$ cat config.mk
export PLATFORM = sky130hd
export DESIGN_NAME = maeh_top
export DESIGN_NICKNAME = d
export VERILOG_FILES = /design/src/design/maeh_pkg.sv /design/src/design/maeh_dummy_reg.sv /design/src/design/maeh_viol_log.sv /design/src/design/maeh_top.sv
export SDC_FILE = /design/constraint.sdc
export NUM_CORES = 1
export LEC_CHECK = 0
export ABC_AREA = 0
export BUFFER_PORTS_ARGS = -buffer_cell sky130_fd_sc_hd__buf_4
export CORE_AREA = 2 2 273 275
export CTS_CLUSTER_DIAMETER = 30
export CTS_CLUSTER_SIZE = 8
export DETAILED_ROUTE_END_ITERATION = 8
export DIE_AREA = 0 0 275 277
export GPL_ROUTABILITY_DRIVEN = 0
export HOLD_SLACK_MARGIN = 0.02
export MAX_ROUTING_LAYER = met4
export PLACE_DENSITY = 0.43
export RECOVER_POWER = 50
export SETUP_SLACK_MARGIN = 0.1
export SLEW_MARGIN = 20
export SYNTH_ARGS = -nofsm -noshare
export SYNTH_HDL_FRONTEND = slang
export SYNTH_SLANG_ARGS = --single-unit
$ cat constraint.sdc
create_clock -name clk_i -period 1.4 [get_ports clk_i]
set_input_delay 0.14 -clock clk_i [delete_from_list [all_inputs] [get_ports clk_i]]
set_output_delay 0.14 -clock clk_i [all_outputs]
set_load 0.01 [all_outputs]
$ cat src/design/maeh_pkg.sv
// shared constants for the memory access error handler
package maeh_pkg;
  // widths
  localparam int ADDR_W = 32;
  localparam int AGENT_W = 2;
  localparam int TYPE_W = 4;
  // logged type codes
  localparam logic [3:0] TYPE_INSTR_COUPLED_PORT_OTP_RD = 4'h6;
  localparam logic [3:0] TYPE_INSTR_COUPLED_PORT_FLASH_RD = 4'h7;
  localparam logic [3:0] TYPE_AHB_FLASH_RD = 4'h2;
  localparam logic [3:0] TYPE_AHB_FLASH_WR = 4'h3;
  localparam logic [3:0] TYPE_AHB_PROG_DIS = 4'h4;
  localparam logic [3:0] TYPE_SRAM_RD = 4'h0;
  localparam logic [3:0] TYPE_SRAM_WR = 4'h1;
  // agent code of the cpu on its coupled ports
  localparam logic [1:0] AGENT_CPU = 2'h0;
  // address masks for quadword and doubleword logging
  localparam logic [31:0] QW_MASK = 32'hFFFFFFF8;
  localparam logic [31:0] DW_MASK = 32'hFFFFFFFC;
  // fill pattern for prefetch spills into reserved space
  localparam logic [63:0] FILL_C = 64'hCCCCCCCCCCCCCCCC;
  // reserved ranges reached by prefetch spill
  localparam logic [31:0] IROM_RSV_LO = 32'h00002000;
  localparam logic [31:0] IROM_RSV_HI = 32'h0007FFFF;
  localparam logic [31:0] IRAM_RSV_LO = 32'h00188000;
  localparam logic [31:0] IRAM_RSV_HI = 32'h001FFFFF;
  localparam logic [31:0] DRAM_RSV_LO = 32'h00282000;
  localparam logic [31:0] DRAM_RSV_HI = 32'h002FFFFF;
  // reset values
  localparam logic [31:0] DUMMY_RST = 32'h00000000;
endpackage

$ cat src/design/maeh_dummy_reg.sv
// lockable dummy-data register
`timescale 1ns/1ps
`default_nettype none
module maeh_dummy_reg
  import maeh_pkg::*;
(
  // clock and reset
  input wire logic clk_i,
  input wire logic resetn_i,
  // programming
  input wire logic wr_i,
  input wire logic [31:0] wdata_i,
  input wire logic lock_i,
  // state
  output logic [31:0] value_o,
  output logic locked_o
);
  // lock is sticky; only a warm reset reopens the register
  always_ff @(posedge clk_i or negedge resetn_i) begin
    if (!resetn_i) begin
      locked_o <= 1'b0;
    end else if (lock_i) begin
      locked_o <= 1'b1;
    end
  end

  // writes are ignored once locked
  always_ff @(posedge clk_i or negedge resetn_i) begin
    if (!resetn_i) begin
      value_o <= DUMMY_RST;
    end else if (wr_i && !locked_o) begin
      value_o <= wdata_i;
    end
  end
endmodule
`default_nettype wire

$ cat src/design/maeh_viol_log.sv
// violation log: holds first violation until read, pulses an event
`timescale 1ns/1ps
`default_nettype none
module maeh_viol_log
  import maeh_pkg::*;
(
  // clock and reset
  input wire logic clk_i,
  input wire logic resetn_i,
  // violation in
  input wire logic ev_i,
  input wire logic [AGENT_W-1:0] agent_i,
  input wire logic [ADDR_W-1:0] addr_i,
  input wire logic [TYPE_W-1:0] type_i,
  input wire logic rd_ack_i,
  // log out
  output logic valid_o,
  output logic [AGENT_W-1:0] agent_o,
  output logic [ADDR_W-1:0] addr_o,
  output logic [TYPE_W-1:0] type_o,
  output logic irq_o
);
  logic take;

  // capture when empty, or when software reads in the same cycle: set wins
  assign take = ev_i && (!valid_o || rd_ack_i);

  // valid flag
  always_ff @(posedge clk_i or negedge resetn_i) begin
    if (!resetn_i) begin
      valid_o <= 1'b0;
    end else if (take) begin
      valid_o <= 1'b1;
    end else if (rd_ack_i) begin
      valid_o <= 1'b0;
    end
  end

  // logged fields stay frozen until read
  always_ff @(posedge clk_i or negedge resetn_i) begin
    if (!resetn_i) begin
      agent_o <= '0;
      addr_o <= '0;
      type_o <= '0;
    end else if (take) begin
      agent_o <= agent_i;
      addr_o <= addr_i;
      type_o <= type_i;
    end
  end

  // one pulse per violation, even when the log is already full
  always_ff @(posedge clk_i or negedge resetn_i) begin
    if (!resetn_i) begin
      irq_o <= 1'b0;
    end else begin
      irq_o <= ev_i;
    end
  end
endmodule
`default_nettype wire

$ cat src/design/maeh_top.sv
// error and boundary handling for flash and sram controllers
// How it works
// - instr_coupled_port out-of-range read: no event, dummy value in both halves
// - instr_coupled_port violation: interrupt, log agent, quadword address, type 6 or 7
// - simultaneous flash violations: the AHB one is logged
// - AHB outside flash never reaches here; no event, no log
// - AHB flash read violation: interrupt, doubleword log, dummy value once
// - AHB plain write to flash: interrupt, doubleword log, data discarded
// - program request with writes disabled: interrupt, log, no program start
// - program address outside OTP and main flash: no start, no event
// - data_coupled_port out-of-range read: no event, dummy value in both halves
// - data_coupled_port out-of-range write: forwarded with all strobes inactive
// - data_coupled_port violations: interrupt, quadword log, dummy read or dead strobes
// - simultaneous sram violations: the AHB one is logged
// - AHB outside sram never reaches here; no event, no log
// - AHB sram violations: interrupt, quadword log, dummy read or dead strobes
// - reset-vector prefetch wrap to 0x0/0x8/0x10 served from OTP, no error
// - instruction spill into reserved space returns all-Cs, no error
// - data ROM spill goes over AHB; the fabric answers with an error
// - data RAM spill into reserved space returns all-Cs; fabric also errors
// - prefetch into a protected sram region is flagged as a violation
// - dummy data is programmable and locks until warm reset
`timescale 1ns/1ps
`default_nettype none
module maeh_top
  import maeh_pkg::*;
(
  // clock and reset
  input wire logic clk_i,
  input wire logic resetn_i,
  // dummy-data programming
  input wire logic dummy_wr_i,
  input wire logic [31:0] dummy_wdata_i,
  input wire logic dummy_lock_i,
  output logic [31:0] dummy_value_o,
  output logic dummy_locked_o,
  // instruction coupled port (flash)
  input wire logic instr_coupled_port_req_i,
  input wire logic [maeh_pkg::ADDR_W-1:0] instr_coupled_port_addr_i,
  input wire logic instr_coupled_port_oor_i,
  input wire logic instr_coupled_port_viol_i,
  input wire logic instr_coupled_port_otp_i,
  input wire logic [63:0] flash_instr_coupled_port_rdata_i,
  output logic [63:0] instr_coupled_port_rdata_o,
  // ahb toward flash
  input wire logic fahb_req_i,
  input wire logic fahb_write_i,
  input wire logic fahb_prog_i,
  input wire logic [maeh_pkg::ADDR_W-1:0] fahb_addr_i,
  input wire logic [maeh_pkg::AGENT_W-1:0] fahb_agent_i,
  input wire logic fahb_rd_viol_i,
  input wire logic fahb_prog_dis_i,
  input wire logic fahb_prog_oor_i,
  input wire logic [31:0] flash_ahb_rdata_i,
  output logic [31:0] fahb_rdata_o,
  output logic fahb_wr_drop_o,
  output logic prog_start_o,
  // data coupled port (sram)
  input wire logic data_coupled_port_req_i,
  input wire logic data_coupled_port_write_i,
  input wire logic [maeh_pkg::ADDR_W-1:0] data_coupled_port_addr_i,
  input wire logic data_coupled_port_oor_i,
  input wire logic data_coupled_port_viol_i,
  input wire logic [7:0] data_coupled_port_byte_lane_strobes_i,
  input wire logic [63:0] sram_data_coupled_port_rdata_i,
  output logic [63:0] data_coupled_port_rdata_o,
  output logic [7:0] sram_data_coupled_port_byte_lane_strobes_o,
  output logic sram_data_coupled_port_wr_o,
  // ahb toward sram
  input wire logic sahb_req_i,
  input wire logic sahb_write_i,
  input wire logic [maeh_pkg::ADDR_W-1:0] sahb_addr_i,
  input wire logic [maeh_pkg::AGENT_W-1:0] sahb_agent_i,
  input wire logic sahb_viol_i,
  input wire logic [3:0] sahb_byte_lane_strobes_i,
  input wire logic [31:0] sram_ahb_rdata_i,
  output logic [31:0] sahb_rdata_o,
  output logic [3:0] sram_ahb_byte_lane_strobes_o,
  output logic sram_ahb_wr_o,
  // flash log
  input wire logic flash_log_rd_i,
  output logic flash_log_valid_o,
  output logic [maeh_pkg::AGENT_W-1:0] flash_log_agent_o,
  output logic [maeh_pkg::ADDR_W-1:0] flash_log_addr_o,
  output logic [maeh_pkg::TYPE_W-1:0] flash_log_type_o,
  output logic flash_irq_o,
  // sram log
  input wire logic sram_log_rd_i,
  output logic sram_log_valid_o,
  output logic [maeh_pkg::AGENT_W-1:0] sram_log_agent_o,
  output logic [maeh_pkg::ADDR_W-1:0] sram_log_addr_o,
  output logic [maeh_pkg::TYPE_W-1:0] sram_log_type_o,
  output logic sram_irq_o
);
  import maeh_pkg::*;

  logic [31:0] dummy;
  logic i_rsv, d_rsv;
  logic i_ev, fa_rd_ev, fa_wr_ev, fa_pd_ev, fa_ev, f_ev;
  logic [AGENT_W-1:0] f_agent;
  logic [ADDR_W-1:0] f_addr;
  logic [TYPE_W-1:0] f_type;
  logic d_ev, sa_ev, s_ev;
  logic [AGENT_W-1:0] s_agent;
  logic [ADDR_W-1:0] s_addr;
  logic [TYPE_W-1:0] s_type;

  // dummy-data register, sealed by its own sticky lock from dummy_lock_i
  maeh_dummy_reg u_dummy (
    .clk_i(clk_i),
    .resetn_i(resetn_i),
    .wr_i(dummy_wr_i),
    .wdata_i(dummy_wdata_i),
    .lock_i(dummy_lock_i),
    .value_o(dummy),
    .locked_o(dummy_locked_o)
  );
  assign dummy_value_o = dummy;

  // reserved spill ranges; OTP wrap addresses 0x0..0x10 stay in range
  // so a wrap after the reset vector reads real otp code and stays silent
  assign i_rsv = ((instr_coupled_port_addr_i >= IROM_RSV_LO) &&
                  (instr_coupled_port_addr_i <= IROM_RSV_HI)) ||
                 ((instr_coupled_port_addr_i >= IRAM_RSV_LO) &&
                  (instr_coupled_port_addr_i <= IRAM_RSV_HI));
  // spills past data rom or data ram reach the fabric, which answers with its own
  // error; here they only must not raise a second, spurious violation
  assign d_rsv = (sahb_addr_i >= DRAM_RSV_LO) && (sahb_addr_i <= DRAM_RSV_HI);

  // flash events; reserved spill and out-of-range never raise one
  // the oor and viol flags come from upstream decoders and are trusted as given;
  // when both are set the range check wins, so an unmapped address never logs
  assign i_ev = instr_coupled_port_req_i && instr_coupled_port_viol_i &&
                !instr_coupled_port_oor_i && !i_rsv;
  assign fa_rd_ev = fahb_req_i && !fahb_write_i && fahb_rd_viol_i;
  assign fa_wr_ev = fahb_req_i && fahb_write_i && !fahb_prog_i;
  assign fa_pd_ev = fahb_req_i && fahb_prog_i && fahb_prog_dis_i && !fahb_prog_oor_i;
  assign fa_ev = fa_rd_ev || fa_wr_ev || fa_pd_ev;
  assign f_ev = fa_ev || i_ev;

  // ahb wins when both flash ports violate together
  always_comb begin
    f_agent = AGENT_CPU;
    f_addr = instr_coupled_port_addr_i & QW_MASK;
    f_type = instr_coupled_port_otp_i ? TYPE_INSTR_COUPLED_PORT_OTP_RD : TYPE_INSTR_COUPLED_PORT_FLASH_RD;
    if (fa_ev) begin
      f_agent = fahb_agent_i;
      f_addr = fahb_addr_i & DW_MASK;
      if (fa_pd_ev) begin
        f_type = TYPE_AHB_PROG_DIS;
      end else if (fa_wr_ev) begin
        f_type = TYPE_AHB_FLASH_WR;
      end else begin
        f_type = TYPE_AHB_FLASH_RD;
      end
    end
  end

  // the log keeps the oldest violation; later ones still pulse the interrupt but
  // their details are lost until software has read the held entry
  maeh_viol_log u_flash_log (
    .clk_i(clk_i),
    .resetn_i(resetn_i),
    .ev_i(f_ev),
    .agent_i(f_agent),
    .addr_i(f_addr),
    .type_i(f_type),
    .rd_ack_i(flash_log_rd_i),
    .valid_o(flash_log_valid_o),
    .agent_o(flash_log_agent_o),
    .addr_o(flash_log_addr_o),
    .type_o(flash_log_type_o),
    .irq_o(flash_irq_o)
  );

  // instruction read data: Cs for spill, dummy doubled for oor or violation
  always_ff @(posedge clk_i or negedge resetn_i) begin
    if (!resetn_i) begin
      instr_coupled_port_rdata_o <= '0;
    end else if (instr_coupled_port_req_i) begin
      if (i_rsv) begin
        instr_coupled_port_rdata_o <= FILL_C;
      end else if (instr_coupled_port_oor_i || instr_coupled_port_viol_i) begin
        instr_coupled_port_rdata_o <= {dummy, dummy};
      end else begin
        instr_coupled_port_rdata_o <= flash_instr_coupled_port_rdata_i;
      end
    end
  end

  // ahb flash read data: dummy once on violation
  always_ff @(posedge clk_i or negedge resetn_i) begin
    if (!resetn_i) begin
      fahb_rdata_o <= '0;
    end else if (fahb_req_i && !fahb_write_i) begin
      fahb_rdata_o <= fahb_rd_viol_i ? dummy : flash_ahb_rdata_i;
    end
  end

  // write drop and program start
  // a blocked program never pulses prog_start_o, so the sequencer cannot begin
  always_ff @(posedge clk_i or negedge resetn_i) begin
    if (!resetn_i) begin
      fahb_wr_drop_o <= 1'b0;
      prog_start_o <= 1'b0;
    end else begin
      fahb_wr_drop_o <= fa_wr_ev;
      prog_start_o <= fahb_req_i && fahb_prog_i && !fahb_prog_dis_i &&
                      !fahb_prog_oor_i;
    end
  end

  // sram events; the two ports are not expected to violate together, but if they do the ahb one is logged
  assign d_ev = data_coupled_port_req_i && data_coupled_port_viol_i &&
                !data_coupled_port_oor_i;
  assign sa_ev = sahb_req_i && sahb_viol_i && !d_rsv;
  assign s_ev = d_ev || sa_ev;

  // sram log fields; with no priority needed the ahb side simply overrides
  always_comb begin
    s_agent = AGENT_CPU;
    s_addr = data_coupled_port_addr_i & QW_MASK;
    s_type = data_coupled_port_write_i ? TYPE_SRAM_WR : TYPE_SRAM_RD;
    if (sa_ev) begin
      s_agent = sahb_agent_i;
      s_addr = sahb_addr_i & QW_MASK;
      s_type = sahb_write_i ? TYPE_SRAM_WR : TYPE_SRAM_RD;
    end
  end

  maeh_viol_log u_sram_log (
    .clk_i(clk_i),
    .resetn_i(resetn_i),
    .ev_i(s_ev),
    .agent_i(s_agent),
    .addr_i(s_addr),
    .type_i(s_type),
    .rd_ack_i(sram_log_rd_i),
    .valid_o(sram_log_valid_o),
    .agent_o(sram_log_agent_o),
    .addr_o(sram_log_addr_o),
    .type_o(sram_log_type_o),
    .irq_o(sram_irq_o)
  );

  // data port writes: forwarded to keep the protocol, dead strobes keep sram intact
  always_ff @(posedge clk_i or negedge resetn_i) begin
    if (!resetn_i) begin
      sram_data_coupled_port_byte_lane_strobes_o <= '0;
      sram_data_coupled_port_wr_o <= 1'b0;
    end else begin
      sram_data_coupled_port_wr_o <= data_coupled_port_req_i && data_coupled_port_write_i;
      sram_data_coupled_port_byte_lane_strobes_o <= '0;
      if (data_coupled_port_req_i && data_coupled_port_write_i) begin
        if (!(data_coupled_port_oor_i || data_coupled_port_viol_i)) begin
          sram_data_coupled_port_byte_lane_strobes_o <= data_coupled_port_byte_lane_strobes_i;
        end
      end
    end
  end

  // data port reads: the sram read still runs, dummy doubled overrides it
  always_ff @(posedge clk_i or negedge resetn_i) begin
    if (!resetn_i) begin
      data_coupled_port_rdata_o <= '0;
    end else if (data_coupled_port_req_i && !data_coupled_port_write_i) begin
      if (data_coupled_port_oor_i || data_coupled_port_viol_i) begin
        data_coupled_port_rdata_o <= {dummy, dummy};
      end else begin
        data_coupled_port_rdata_o <= sram_data_coupled_port_rdata_i;
      end
    end
  end

  // ahb sram writes: dead strobes on violation, reserved spill never forwarded
  always_ff @(posedge clk_i or negedge resetn_i) begin
    if (!resetn_i) begin
      sram_ahb_byte_lane_strobes_o <= '0;
      sram_ahb_wr_o <= 1'b0;
    end else begin
      sram_ahb_wr_o <= sahb_req_i && sahb_write_i && !d_rsv;
      sram_ahb_byte_lane_strobes_o <= '0;
      if (sahb_req_i && sahb_write_i && !sahb_viol_i && !d_rsv) begin
        sram_ahb_byte_lane_strobes_o <= sahb_byte_lane_strobes_i;
      end
    end
  end

  // ahb sram reads: Cs for reserved spill, dummy once on violation
  always_ff @(posedge clk_i or negedge resetn_i) begin
    if (!resetn_i) begin
      sahb_rdata_o <= '0;
    end else if (sahb_req_i && !sahb_write_i) begin
      if (d_rsv) begin
        sahb_rdata_o <= FILL_C[31:0];
      end else if (sahb_viol_i) begin
        sahb_rdata_o <= dummy;
      end else begin
        sahb_rdata_o <= sram_ahb_rdata_i;
      end
    end
  end
endmodule
`default_nettype wire

# == Yosys cells after proc, flatten, opt, wreduce, memory -nomap -nowiden ==
# Cells that the tools add are included.
# totals
register_bits,321
latchBits,0
ramBits,0
rom_bits,0
in_bits,391
out_inout_bits,321
elab_cells,106
mem_count,0
# op_classes
n_addsub,0
n_mul,0
n_div,0
n_lt_le_gt_ge,6
eq_ne,0
shift,0
muxes,24
bitwise_logic,0
n_reduce_logical,54
# op_table
cell,count
$mux W64,3
$mux W32,5
$ge A32 B14 Y1 const B,1
$ge A32 B21 Y1 const B,1
$ge A32 B22 Y1 const B,1
$le A32 B19 Y1 const B,1
$le A32 B21 Y1 const B,1
$le A32 B22 Y1 const B,1
$logic_and A1 B1 Y1,29
$mux W8,2
$logic_not A1 Y1,14
$mux W4,3
$logic_or A1 B1 Y1,9
$mux W1,9
$mux W2,2
$reduce_bool A2 Y1,2

# == Depth between registers and ports, before layout ==
# Gate-level depths: netlist of run 1.
# logic_depth
word_depth,8
ltp_mapped,8

# == Hierarchy ==
# A second synthesis of run 1 with hierarchy kept.
# hier_totals
hier_cells,1295
hier_area_um2,14684.1
# modules_own_cells
module,n_inst,cells_each,area_per_inst_um2,seq_area_each_um2
maeh_top,1,1054,10141.0,5205.0
maeh_viol_log,2,85,1580.3,1001.0
maeh_dummy_reg,1,71,1382.6,825.8

# == Worst setup path before layout of run 1 ==
# Ideal clock, no wire load.
# synth_path
kind,input to register
startpoint,input port fahb_rd_viol_i
endpoint,register u_flash_log.addr_o[10]
setup_time_ps,125
t_arrival_ps,1704
t_required_ps,1275
slack_ps,-429
path_stages,8
cell_sequence,buf_2 -> nand2b_1 -> a21boi_1 -> or2_1 -> clkbuf_2 -> buf_2 -> mux2_2 -> mux2_2
# synth_via
elab_chain_cells,5
# synth_rtl
element,line,text
from (decl),maeh_top.sv:51,"input wire logic fahb_rd_viol_i,"
$logic_and A1 B1 Y1 *,maeh_top.sv:135,assign fa_rd_ev = fahb_req_i && !fahb_write_i && fahb_rd_viol_i;
$logic_or A1 B1 Y1 * (2 in series),maeh_top.sv:138,assign fa_ev = fa_rd_ev || fa_wr_ev || fa_pd_ev;
$logic_or A1 B1 Y1,maeh_top.sv:139,assign f_ev = fa_ev || i_ev;
$logic_and A1 B1 Y1,maeh_viol_log.sv:26,assign take = ev_i && (!valid_o || rd_ack_i);
to (signal assigned),maeh_viol_log.sv:47,addr_o <= addr_i;
to (decl),maeh_viol_log.sv:19,"output logic [ADDR_W-1:0] addr_o,"
# Mark *: on every way between the ends. The rest lies on a longest branch, timed or not.
# A chain may end at the register's enable or synchronous reset.

# == Final worst setup path of run 1 ==
# layout_path
startpoint,register u_flash_log.valid_o
endpoint,register u_flash_log.addr_o[10]
# layout_via
elab_chain_cells,3
# layout_rtl
element,line,text
from (decl),maeh_viol_log.sv:17,"output logic valid_o,"
from (signal assigned),maeh_viol_log.sv:31,valid_o <= 1'b0;
from (signal assigned),maeh_viol_log.sv:33,valid_o <= 1'b1;
from (signal assigned),maeh_viol_log.sv:35,valid_o <= 1'b0;
$logic_not A1 Y1,maeh_viol_log.sv:26,
$logic_or A1 B1 Y1,maeh_viol_log.sv:26,
$logic_and A1 B1 Y1,maeh_viol_log.sv:26,
# Every way passes these cells.

==> reports/qor.yml, run 1 <==
layout:
  stdcell_count: 3835
  layout_common_cells: "buf_4 (618), dlygate4sd3_1 (376), buf_6 (359), dfrtp_1 (297), nand2_1 (121)"
  nNetsFinal: 3158
  utilization: 0.456
  final_common_cell: "buf_4"
  drive_gt1_frac: 0.532
  synthToLayoutAreaGrowth_pct: 137
synth:
  netlist_area_um2: 14200
  synth_fa_ha_area_frac: 0
  syn_area_per_cell_um2: 10.8
  synth-compound-area-share: 0.145
  synthMuxAreaShare: 0.144
  synth_seq_area_share: 0.551
  yosysWarnings: 0
  synth.distinct_cells: 42
  synthCells: 1309
  synth_top_family_by_area: "compound AO/OA/AOI/OAI gates"
  synth-xor-area-share: 0
  ys.flop_type: "dfrtp_1"
  ys_seq_elements: 312
  synth_edf_count: 0
  async_reset_ff_frac: 1.00
  synth-simple-area-share: 0.122
power_and_ir_drop:
  p_per_area_nw_per_um2: 1410
  ir_drop_mv: 0.835
  finalPower_w: 0.0474
  leakagePower_nw: 15.7
floorplanning:
  dieArea_um2: 76200
  pin_count: 712
  initial_core_util: 0.193
  die_x_um: 275
  coreArea_um2: 73600
  fp.dieH_um: 277
  num_rows: 100
detailed_routing:
  wl_um: 86800
  drt-initial-drc-count: 711
  first_pass_iters: 5
  wl_per_cell_um: 22.6
  drc: 0
  ant_nets: 0
  num_vias: 16500
  viasPerCell: 4.30
cts:
  cts_root_buf: "clkbuf_16"
  clk_path_buf_depth: 3
  cts_inserted_buffers: 103
  htreeDepth: 3
  path_clk_slew_ns: 0.04
  clkSinkCount: 312
  cts_tree: "done"
  clk_latency_ns: 0.65
placed_design:
  place_inst: 3039
  io_buffers: 691
  place_hpwl_um: 58900
global_routing:
  grt_pass1_wl_um: 120000
  grt_overflow: 0
  grt_max_degree: 76
  antenna_found_initial: 19
  first_global_vias: 17600
  grt_usage: 0.222
timing:
  tns_ns: -8.45
  setup_viol: 126
  tightest_slew_ns: 1.12
  rsz0062_at_grt: "yes"
  finalClockSkew_ns: 0.0443
  period_needed_ns: 1.58
  max_freq_mhz: 632
  slew-limit-headroom: 0.252
  drv_slew: 0
  layout_setup_ws_ns: -0.181
  hold_viol: 0
  finalCritPeriodShare: 1.13
critical_path:
  critPathCaptureType: "register"
  cp_max_fo: 7
  worstSetupStartpointType: "register"
  cp.arrival_ns: 2.11
  crit_type: "register to register"
  cp.required_ns: 1.93
run:
  maxCapViolations: 0
worst_hold_path:
  hp-class: "input port to register"
outcome:
  outcome: "complete, but fails checks"
  violations: "negative setup slack"
## final timing paths
| kind | startpoint | slack, ns | cells after the start | endpoint |
|---|---|---|---|---|
| worst max-delay path | u_flash_log.valid_o | -0.18 | 7 | u_flash_log.addr_o[10] |
| worst min-delay path | fahb_req_i | 0.09 | 5 | u_flash_log.type_o[1] |
| worst max register to register | u_flash_log.valid_o | -0.18 | 7 | u_flash_log.addr_o[10] |
| worst min register to register | data_coupled_port_rdata_o[36] | 0.50 | 2 | data_coupled_port_rdata_o[36] |
| max in group asynchronous | resetn_i | 0.05 | 3 | u_dummy.value_o[10] |
| min in group asynchronous | resetn_i | 0.32 | 3 | data_coupled_port_rdata_o[38] |
## worst max-delay path, cell delays in order, from the launching register on
cell	delay, ns
dfrtp_1	0.37
nand2b_1	0.14
o31ai_4	0.11
nor2_4	0.16
buf_6	0.14
buf_6	0.10
buf_12	0.13
mux2_4	0.31
## cell usage after synthesis (2+ instances only)
cell	count	area (um^2)
dfrtp_1	312	7810
a21oi_1	130	651
nand2_1	122	458
mux2_2	119	1340
o21ai_0	102	510
nor2_1	89	334
clkbuf_1	67	251
nor2b_1	66	413
mux2i_1	65	651
a211oi_1	33	248
nand3b_1	31	233
o221a_2	29	327
o31ai_1	18	135
a31oi_1	17	106
buf_1	14	52.6
buf_2	14	70.1
nand3_1	11	55.1
and3_1	9	56.3
buf_4	9	67.6
nand2b_1	8	50.1
buf_6	6	67.6
and2_1	5	31.3
nor4_1	5	31.3
inv_1	4	15.0
mux2_1	4	45.0
nor3_1	3	15.0
or2_1	2	12.5
## state kept, by name (all words and copies together) (netlist names), 2 cells and up
| register | count |
|---|---|
| u_dummy.value_o | 32 |
| sram_data_coupled_port_byte_lane_strobes_o | 8 |
| fahb_rdata_o | 32 |
| u_flash_log.type_o | 3 |
| sram_ahb_byte_lane_strobes_o | 4 |
| instr_coupled_port_rdata_o | 64 |
| data_coupled_port_rdata_o | 64 |
| u_sram_log.addr_o | 29 |
| u_flash_log.agent_o | 2 |
| u_sram_log.agent_o | 2 |
| sahb_rdata_o | 32 |
| u_flash_log.addr_o | 30 |
## where the power goes
| group | switching, W | internal [W] |
|---|---|---|
| logic | 0.00502 | 0.00732 |
| registers | 0.00115 | 0.0105 |
| clock network | 0.00705 | 0.0163 |
## per-layer routing
layer,vias up,wire length (um),GRT usage
li1,7635,-,-
met1,8109,37200,0.273
met2,605,42400,0.363
met3,135,4780,0.0407
met4,0,2440,0.0753
met5,-,0,-
## per-stage QoR
| step | hold slack [ns] | cell area [um^2] | worst slack [ns] |
|---|---|---|---|
| floorplan | -0.156 | 14600 | -0.390 |
| global placement | 0.112 | 22100 | -0.625 |
| detailed placement | 0.113 | 22100 | -0.644 |
| CTS | 0.0320 | 32500 | -0.178 |
| global route | 0.114 | 33500 | -0.218 |
| finish | 0.0874 | 33600 | -0.181 |
## repair_timing
action,4_1_cts,5_1_grt
pin swaps,26,42
endpoints found under the setup margin,439,505
hold endpoints to repair,624,0
cloned,13,8
resized for setup,460,180
hold buffers,377,0
setup buffers,129,74
## cell type report
type / count / area, um^2
fill: 6859 / 40000
timing repair buffer: 1453 / 13900
sequential: 312 / 7830
multi-input combinational: 893 / 7020
clock buffer: 135 / 2910
tap: 969 / 1210
clock inverter: 56 / 691
antenna: 13 / 32.5
inverter: 4 / 15.0
## kinds of logic (layout without fill, tap and decap cells)
family | Yosys count | in the layout
AND/OR/NAND/NOR | 356 | 356
AO/OA/AOI/OAI | 337 | 340
flip-flops | 312 | 312
multiplexers | 188 | 188
buffers and inverters | 115 | 1648
other | 1 | 22
(Power assumes the default switching activity.)
==> run 2: changes to the inputs <==
==> constraint.sdc (replaced) <==
create_clock -name clk_i -period 1.4 [get_ports clk_i]
set_input_delay 0.07 -clock clk_i [delete_from_list [all_inputs] [get_ports clk_i]]
set_output_delay 0.07 -clock clk_i [all_outputs]
set_load 0.01 [all_outputs]
==> run 2 against run 1 <==
The run still ends with negative setup slack left. Clock power rose by 7%. Final cell count shrank 2.1%. Routed wire length decreased by 1.8%. Critical path depth is 4 higher. Fmax grew 0.13%. Utilization is 1.4 points lower. Final area fell by 3.1%. Clock skew increased by 0.021 ns. Register-to-register slack better by 0.05 ns. Sequential cell count did not move. Worst setup slack gained 0.0021 ns. Die area unchanged.
==> reports/qor.yml, run 2 (synthesis results as in run 1) <==
outcome:
  outcome: "complete, but fails checks"
  violations: "negative setup slack"
critical_path:
  worstSetupStartpointType: "input port"
  timing.rr.end: "u_flash_log.addr_o[11]"
  ff2ff_setup_slack_ns: -0.13  # +0.05 ns
  critPathCaptureType: "register"
  crit_type: "input port to register"
  r2r_start: "u_flash_log.valid_o"
  cp.required_ns: 1.95  # +0.02 ns
  reg2regPathDepth: 5  # -2
  cp.arrival_ns: 2.13  # +0.02 ns
  cp_max_fo: 5  # -2
placed_design:
  place_hpwl_um: 58500  # -0.64%
  io_buffers: 691  # unchanged
detailed_routing:
  drc: 0  # unchanged
  viasPerCell: 4.30  # about the same
  drt-initial-drc-count: 790  # +11%
  ant_nets: 0  # unchanged
  wl_um: 85200  # -1.8%
  first_pass_iters: 5  # unchanged
  wl_per_cell_um: 22.7  # +0.34%
  num_vias: 16100  # -2.1%
cts:
  clk_latency_ns: 0.66  # about the same
  clkSinkCount: 312  # unchanged
  cts_root_buf: "clkbuf_16"
  cts_inserted_buffers: 102  # -0.97%
  htreeDepth: 3  # unchanged
  clk_path_buf_depth: 3  # unchanged
  cts_tree: "done"
  path_clk_slew_ns: 0.04  # about the same
global_routing:
  grt_max_degree: 70  # -7.9%
  grt_overflow: 0  # unchanged
  grt_pass1_wl_um: 116000  # -3.3%
  grt_usage: 0.216  # -0.00576
  first_global_vias: 17000  # -3.5%
  antenna_found_initial: 18  # -1
power_and_ir_drop:
  p_seq_frac: 0.240  # -0.006
  p_per_area_nw_per_um2: 1460  # +3.4%
  switchingPower_w: 0.0128  # -3.5%
  p_clk_frac: 0.527  # +0.033
  ir_drop_mv: 0.970  # +16%
  p_int_w: 0.0347  # +1.6%
  leakagePower_nw: 15.2  # -3.2%
  power_frac_comb: 0.232  # -0.029
  switching_share: 0.269  # -0.0102
worst_hold_path:
  hp-class: "input port to register"
  min_to: "u_flash_log.agent_o[0]"
  hold_path.startpoint: "instr_coupled_port_addr_i[19]"
  hold_depth: 7  # +2
timing:
  max_freq_mhz: 633  # +0.13%
  setup_viol: 144  # +14%
  tns_ns: -8.59  # -0.140 ns
  slew-limit-headroom: 0.412  # +0.160
  finalCritPeriodShare: 1.13  # -0.00151
  rsz0062_at_grt: "yes"
  period_needed_ns: 1.58  # -0.00212 ns
  tightest_slew_ns: 0.882  # -0.240 ns
  holdWs_ns: 0.0506  # -0.0368 ns
  layout_setup_ws_ns: -0.179  # +0.00212 ns
  drv_slew: 0  # unchanged
  hold_viol: 0  # unchanged
  finalClockSkew_ns: 0.0649  # +0.0206 ns
floorplanning:
  initial_core_util: 0.193  # unchanged
  num_rows: 100  # unchanged
  coreArea_um2: 73600  # unchanged
  dieArea_um2: 76200  # unchanged
  pin_count: 712  # unchanged
  die_x_um: 275  # unchanged
  fp.dieH_um: 277  # unchanged
layout:
  largest_registers: "data_coupled_port_rdata_o (64), instr_coupled_port_rdata_o (64)"
  layout_common_cells: "buf_4 (763), dlygate4sd3_1 (387), dfrtp_1 (300), nand2_1 (120), clkbuf_16 (110)"
  synthToLayoutAreaGrowth_pct: 129
  final_common_cell: "buf_4"
  drive_gt1_frac: 0.522  # -0.0108
  nNetsFinal: 3081  # -2.4%
run:
  maxCapViolations: 0  # unchanged
-- run 2: cell count changes in the layout (fill, tap and decap cells not counted), sizes merged --
cell,before,now
dlygate4sd3,376,387
clkinv,32,29
clkinvlp,12,1
clkbuf,178,200
diode,13,10
bufinv,10,21
buf,1033,924
-- run 2: worst max-delay path, cell delays in order --
cell and delay, ns:
buf_6 0.09, or4_4 0.55, o31ai_4 0.31, buf_4 0.18, a21oi_4 0.07, buf_12 0.14
clkbuf_16 0.16, buf_8 0.13, clkbuf_16 0.16, nor2_4 0.10, mux2_4 0.16
-- run 2: power groups by stage --
stage	clock network [W]	logic, W	registers [W]
3_3_place_gp	0	0.00844	0.0115
3_5_place_dp	0	0.00853	0.0115
2_1_floorplan	0	0.00248	0.0120
6_report	0.0250	0.0110	0.0114
4_1_cts	0.0254	0.0107	0.0114
5_1_grt	0.0261	0.0117	0.0116
-- run 2: worst max path at each step --
stage	slack, ns	start	to	depth (start not counted)
2_1_floorplan	-0.32	instr_coupled_port_addr_i[18]	u_flash_log.addr_o[23]	6
3_5_place_dp	-0.64	instr_coupled_port_addr_i[29]	instr_coupled_port_rdata_o[4]	8
3_3_place_gp	-0.66	instr_coupled_port_addr_i[29]	instr_coupled_port_rdata_o[52]	8
6_report	-0.18	instr_coupled_port_addr_i[15]	instr_coupled_port_rdata_o[37]	11
4_1_cts	-0.13	u_dummy.value_o[25]	dummy_value_o[25]	3
5_1_grt	-0.20	instr_coupled_port_addr_i[15]	instr_coupled_port_rdata_o[37]	11
-- run 2: layout make-up --
cell class	count	area, um^2
Timing Repair Buffer	1377	12400
Multi-Input combinational cell	893	7280
Antenna cell	10	25.0
Inverter	4	15.0
Tap cell	969	1210
Clock buffer	135	2870
Clock inverter	53	937
Sequential cell	312	7830
Fill cell	6899	41100
-- run 2: per-layer routing --
metal | global-route usage | wire (um)
met1 | 0.260 | 35900
met2 | 0.349 | 41500
met3 | 0.0431 | 4820
met4 | 0.0938 | 3050
met5 | - | 0
-- run 2: metrics by stage --
step / utilization / setup slack [ns] / area, um^2 / cells / total power, W
after floorplan: - / -0.320 / 14600 / 1317 / 0.0145
after global placement: 0.299 / -0.661 / 22000 / 3032 / 0.0200
after detailed placement: 0.299 / -0.643 / 22000 / 3032 / 0.0201
after CTS: 0.428 / -0.130 / 31500 / 3704 / 0.0475
after global routing: 0.442 / -0.205 / 32500 / 3752 / 0.0493
final: 0.442 / -0.179 / 32500 / 3753 / 0.0474
-- run 2: timing repair --
item,in CTS,in global routing
endpoints found under the hold margin,624,0
buffers inserted,84,30
gates cloned,11,12
pin swaps,39,68
resized for setup,228,240
setup endpoints to repair,184,260
hold buffers,389,0
==> run 3: changes to the inputs <==
--- a/config.mk
+++ b/config.mk
@@ -7,18 +7,19 @@
 export LEC_CHECK = 0
 export ABC_AREA = 0
 export BUFFER_PORTS_ARGS = -buffer_cell sky130_fd_sc_hd__buf_4
-export CORE_AREA = 2 2 273 275
+export CORE_AREA = 2 2 279 281
 export CTS_CLUSTER_DIAMETER = 30
 export CTS_CLUSTER_SIZE = 8
 export DETAILED_ROUTE_END_ITERATION = 8
-export DIE_AREA = 0 0 275 277
+export DIE_AREA = 0 0 281 283
 export GPL_ROUTABILITY_DRIVEN = 0
 export HOLD_SLACK_MARGIN = 0.02
 export MAX_ROUTING_LAYER = met4
-export PLACE_DENSITY = 0.43
+export PLACE_DENSITY = 0.42
 export RECOVER_POWER = 50
 export SETUP_SLACK_MARGIN = 0.1
 export SLEW_MARGIN = 20
 export SYNTH_ARGS = -nofsm -noshare
 export SYNTH_HDL_FRONTEND = slang
 export SYNTH_SLANG_ARGS = --single-unit
+export TNS_END_PERCENT = 100
==> run 3 against run 2 <==
The run still ends with negative setup slack left. Sequential power hardly changed. Final area is 2.4% lower. Critical path type is now register to register. Combinational power hardly changed. Highest routed layer unchanged. Via count is 0.57% lower. Largest power group unchanged. Register-to-register slack hardly changed. First-iteration DRC count is 1.6% lower.
==> reports/qor.yml, run 3 (synthesis results as in run 1) <==
critical_path:
  crit_start: "u_flash_log.valid_o"
  timing.rr.end: "u_flash_log.addr_o[8]"
  critPathCaptureType: "register"
  cp_top_family: "flip-flops"
  cp.arrival_ns: 2.05  # -0.08 ns
  reg2regPathDepth: 6  # +1
  r2r_start: "u_flash_log.valid_o"
  worstPathCellList: "nand2b_1, o31ai_4, nor2_4, buf_12, clkbuf_16, mux2_4"
  cp_max_fo: 6  # +1
  slowest_stage: "dfrtp_1"
  crit_type: "register to register"
  cp.required_ns: 1.92  # -0.03 ns
  ff2ff_setup_slack_ns: -0.12  # about the same
  worstSetupStartpointType: "register"
  cpPeakStageDelay_ns: 0.39  # -0.16 ns
  path_buf_inv: 2  # -4
placed_design:
  place_hpwl_um: 59500  # +1.7%
  io_buffers: 691  # unchanged
layout:
  nNetsFinal: 3039  # -1.4%
  fillCellCount: 7383  # +7.0%
  layout_common_cells: "buf_4 (721), dlygate4sd3_1 (385), dfrtp_1 (300), nand2_1 (121), clkbuf_16 (113)"
  largest_registers: "data_coupled_port_rdata_o (64), instr_coupled_port_rdata_o (64)"
  seq_area_um2: 7820  # about the same
  multi_input_area_um2: 7000  # -3.9%
  synthToLayoutAreaGrowth_pct: 124
  final_common_cell: "buf_4"
  drive_gt1_frac: 0.501  # -0.0209
worst_hold_path:
  min_to: "data_coupled_port_rdata_o[2]"
  hold_depth: 4  # -3
  hp-class: "input port to register"
  hold_path.startpoint: "data_coupled_port_req_i"
cts:
  clk_latency_ns: 0.65  # about the same
  cts_inserted_buffers: 102  # unchanged
  htreeDepth: 3  # unchanged
  path_clk_slew_ns: 0.04  # about the same
  cts_tree: "done"
  clk_path_buf_depth: 3  # unchanged
  cts_root_buf: "clkbuf_16"
  clkSinkCount: 312  # unchanged
timing:
  finalCritPeriodShare: 1.09  # -0.0412
  setup_viol: 99  # -31%
  rsz0062_at_grt: "yes"
  period_needed_ns: 1.52  # -0.0577 ns
  holdWs_ns: 0.0742  # +0.0237 ns
  hold_viol: 0  # unchanged
  layout_setup_ws_ns: -0.121  # +0.0577 ns
  finalClockSkew_ns: 0.0283  # -0.0366 ns
  drv_slew: 0  # unchanged
  max_freq_mhz: 657  # +3.8%
  slew-limit-headroom: 0.364  # -0.0475
  tightest_slew_ns: 0.954  # +0.0712 ns
power_and_ir_drop:
  finalPower_w: 0.0452  # -4.7%
  ir_drop_mv: 0.885  # -8.8%
  leakagePower_nw: 14.8  # -2.4%
  p_per_area_nw_per_um2: 1420  # -2.4%
floorplanning:
  pin_count: 712  # unchanged
  fp.dieH_um: 283  # +2.2%
  die_x_um: 281  # +2.2%
  dieArea_um2: 79500  # +4.4%
  initial_core_util: 0.185  # -0.00786
  coreArea_um2: 76700  # +4.3%
  num_rows: 102  # +2.0%
detailed_routing:
  drt-initial-drc-count: 777  # -1.6%
  wl_um: 87100  # +2.2%
  first_pass_iters: 6  # +1
  num_vias: 16000  # -0.57%
  ant_nets: 0  # unchanged
  drc: 0  # unchanged
  viasPerCell: 4.23  # -1.6%
  wl_per_cell_um: 23.0  # +1.2%
global_routing:
  grt_usage: 0.212  # -0.00346
  grt_pass1_wl_um: 118000  # +2.4%
  antenna_found_initial: 25  # +7
  grt_max_degree: 65  # -7.1%
  grt_overflow: 0  # unchanged
  first_global_vias: 17000  # +0.35%
outcome:
  outcome: "complete, but fails checks"
  violations: "negative setup slack"
run:
  maxCapViolations: 0  # unchanged
-- run 3: cell count changes in the layout (fill, tap and decap cells not counted), moves of 6 or more --
| cell | delta |
|---|---|
| clkinv_2 | +6 |
| mux2_2 | +9 |
| buf_4 | -42 |
| mux2_4 | -9 |
| a21oi_1 | +8 |
| buf_12 | +8 |
| nor2_1 | +29 |
| nor2_4 | -29 |
| clkbuf_2 | -7 |
| buf_8 | -6 |
| bufinv_16 | -13 |
| buf_6 | -11 |
| nor2b_1 | -7 |
| clkbuf_1 | +14 |
-- run 3: worst max-delay path by stage --
stage	endpoint	depth (start not counted)
after floorplan	u_flash_log.addr_o[23]	6
after global placement	u_flash_log.addr_o[10]	7
after detailed placement	u_flash_log.addr_o[3]	7
after CTS	dummy_value_o[2]	2
after global routing	u_flash_log.addr_o[6]	6
final	u_flash_log.addr_o[8]	6
-- run 3: per-stage QoR --
step	instances	instance area [um^2]	setup slack (ns)	TNS (ns)	util
floorplan	1317	14600	-0.320	-23.60	-
global placement	3090	22100	-0.563	-63.84	0.288
detailed placement	3090	22100	-0.581	-65.21	0.288
CTS	3743	31000	-0.0898	-2.84	0.405
global route	3790	31700	-0.165	-12.88	0.414
finish	3791	31700	-0.121	-4.86	0.414
-- run 3: repair_timing --
action,4_1_cts,5_1_grt
pin swaps,24,41
cloned,12,13
resized for setup,208,165
buffers inserted,63,22
hold buffers,386,1
endpoints found under the setup margin,149,243
endpoints found under the hold margin,624,1
-- run 3: cell type report --
cell class / count / area share
Clock buffer: 147 / 0.0940
Antenna cell: 15 / 0.00118
Multi-Input combinational cell: 893 / 0.220
Inverter: 4 / 0.000473
Timing Repair Buffer: 1335 / 0.380
Tap cell: 1040 / 0.0410
Clock inverter: 45 / 0.0166
Sequential cell: 312 / 0.246
-- run 3: worst min-delay path: stages --
cell	delay [ns]
buf_4	0.09
buf_4	0.11
nand2b_4	0.21
o21ai_2	0.20
-- run 3: power by group --
part	switching [W]	total, W	internal, W	leakage (nW)
combinational	0.00489	0.0109	0.00598	9.26
clock	0.00682	0.0229	0.0161	1.75
sequential	0.000925	0.0114	0.0105	3.79
total	0.0126	0.0452	0.0326	14.8
-- run 3: routing by layer --
layer  wire length [um]  GRT usage  share of wire
met5                  0          -              0
met4               3110     0.0802          0.036
met3               5000     0.0454          0.057
met2              41800      0.346           0.48
met1              37200      0.257           0.43
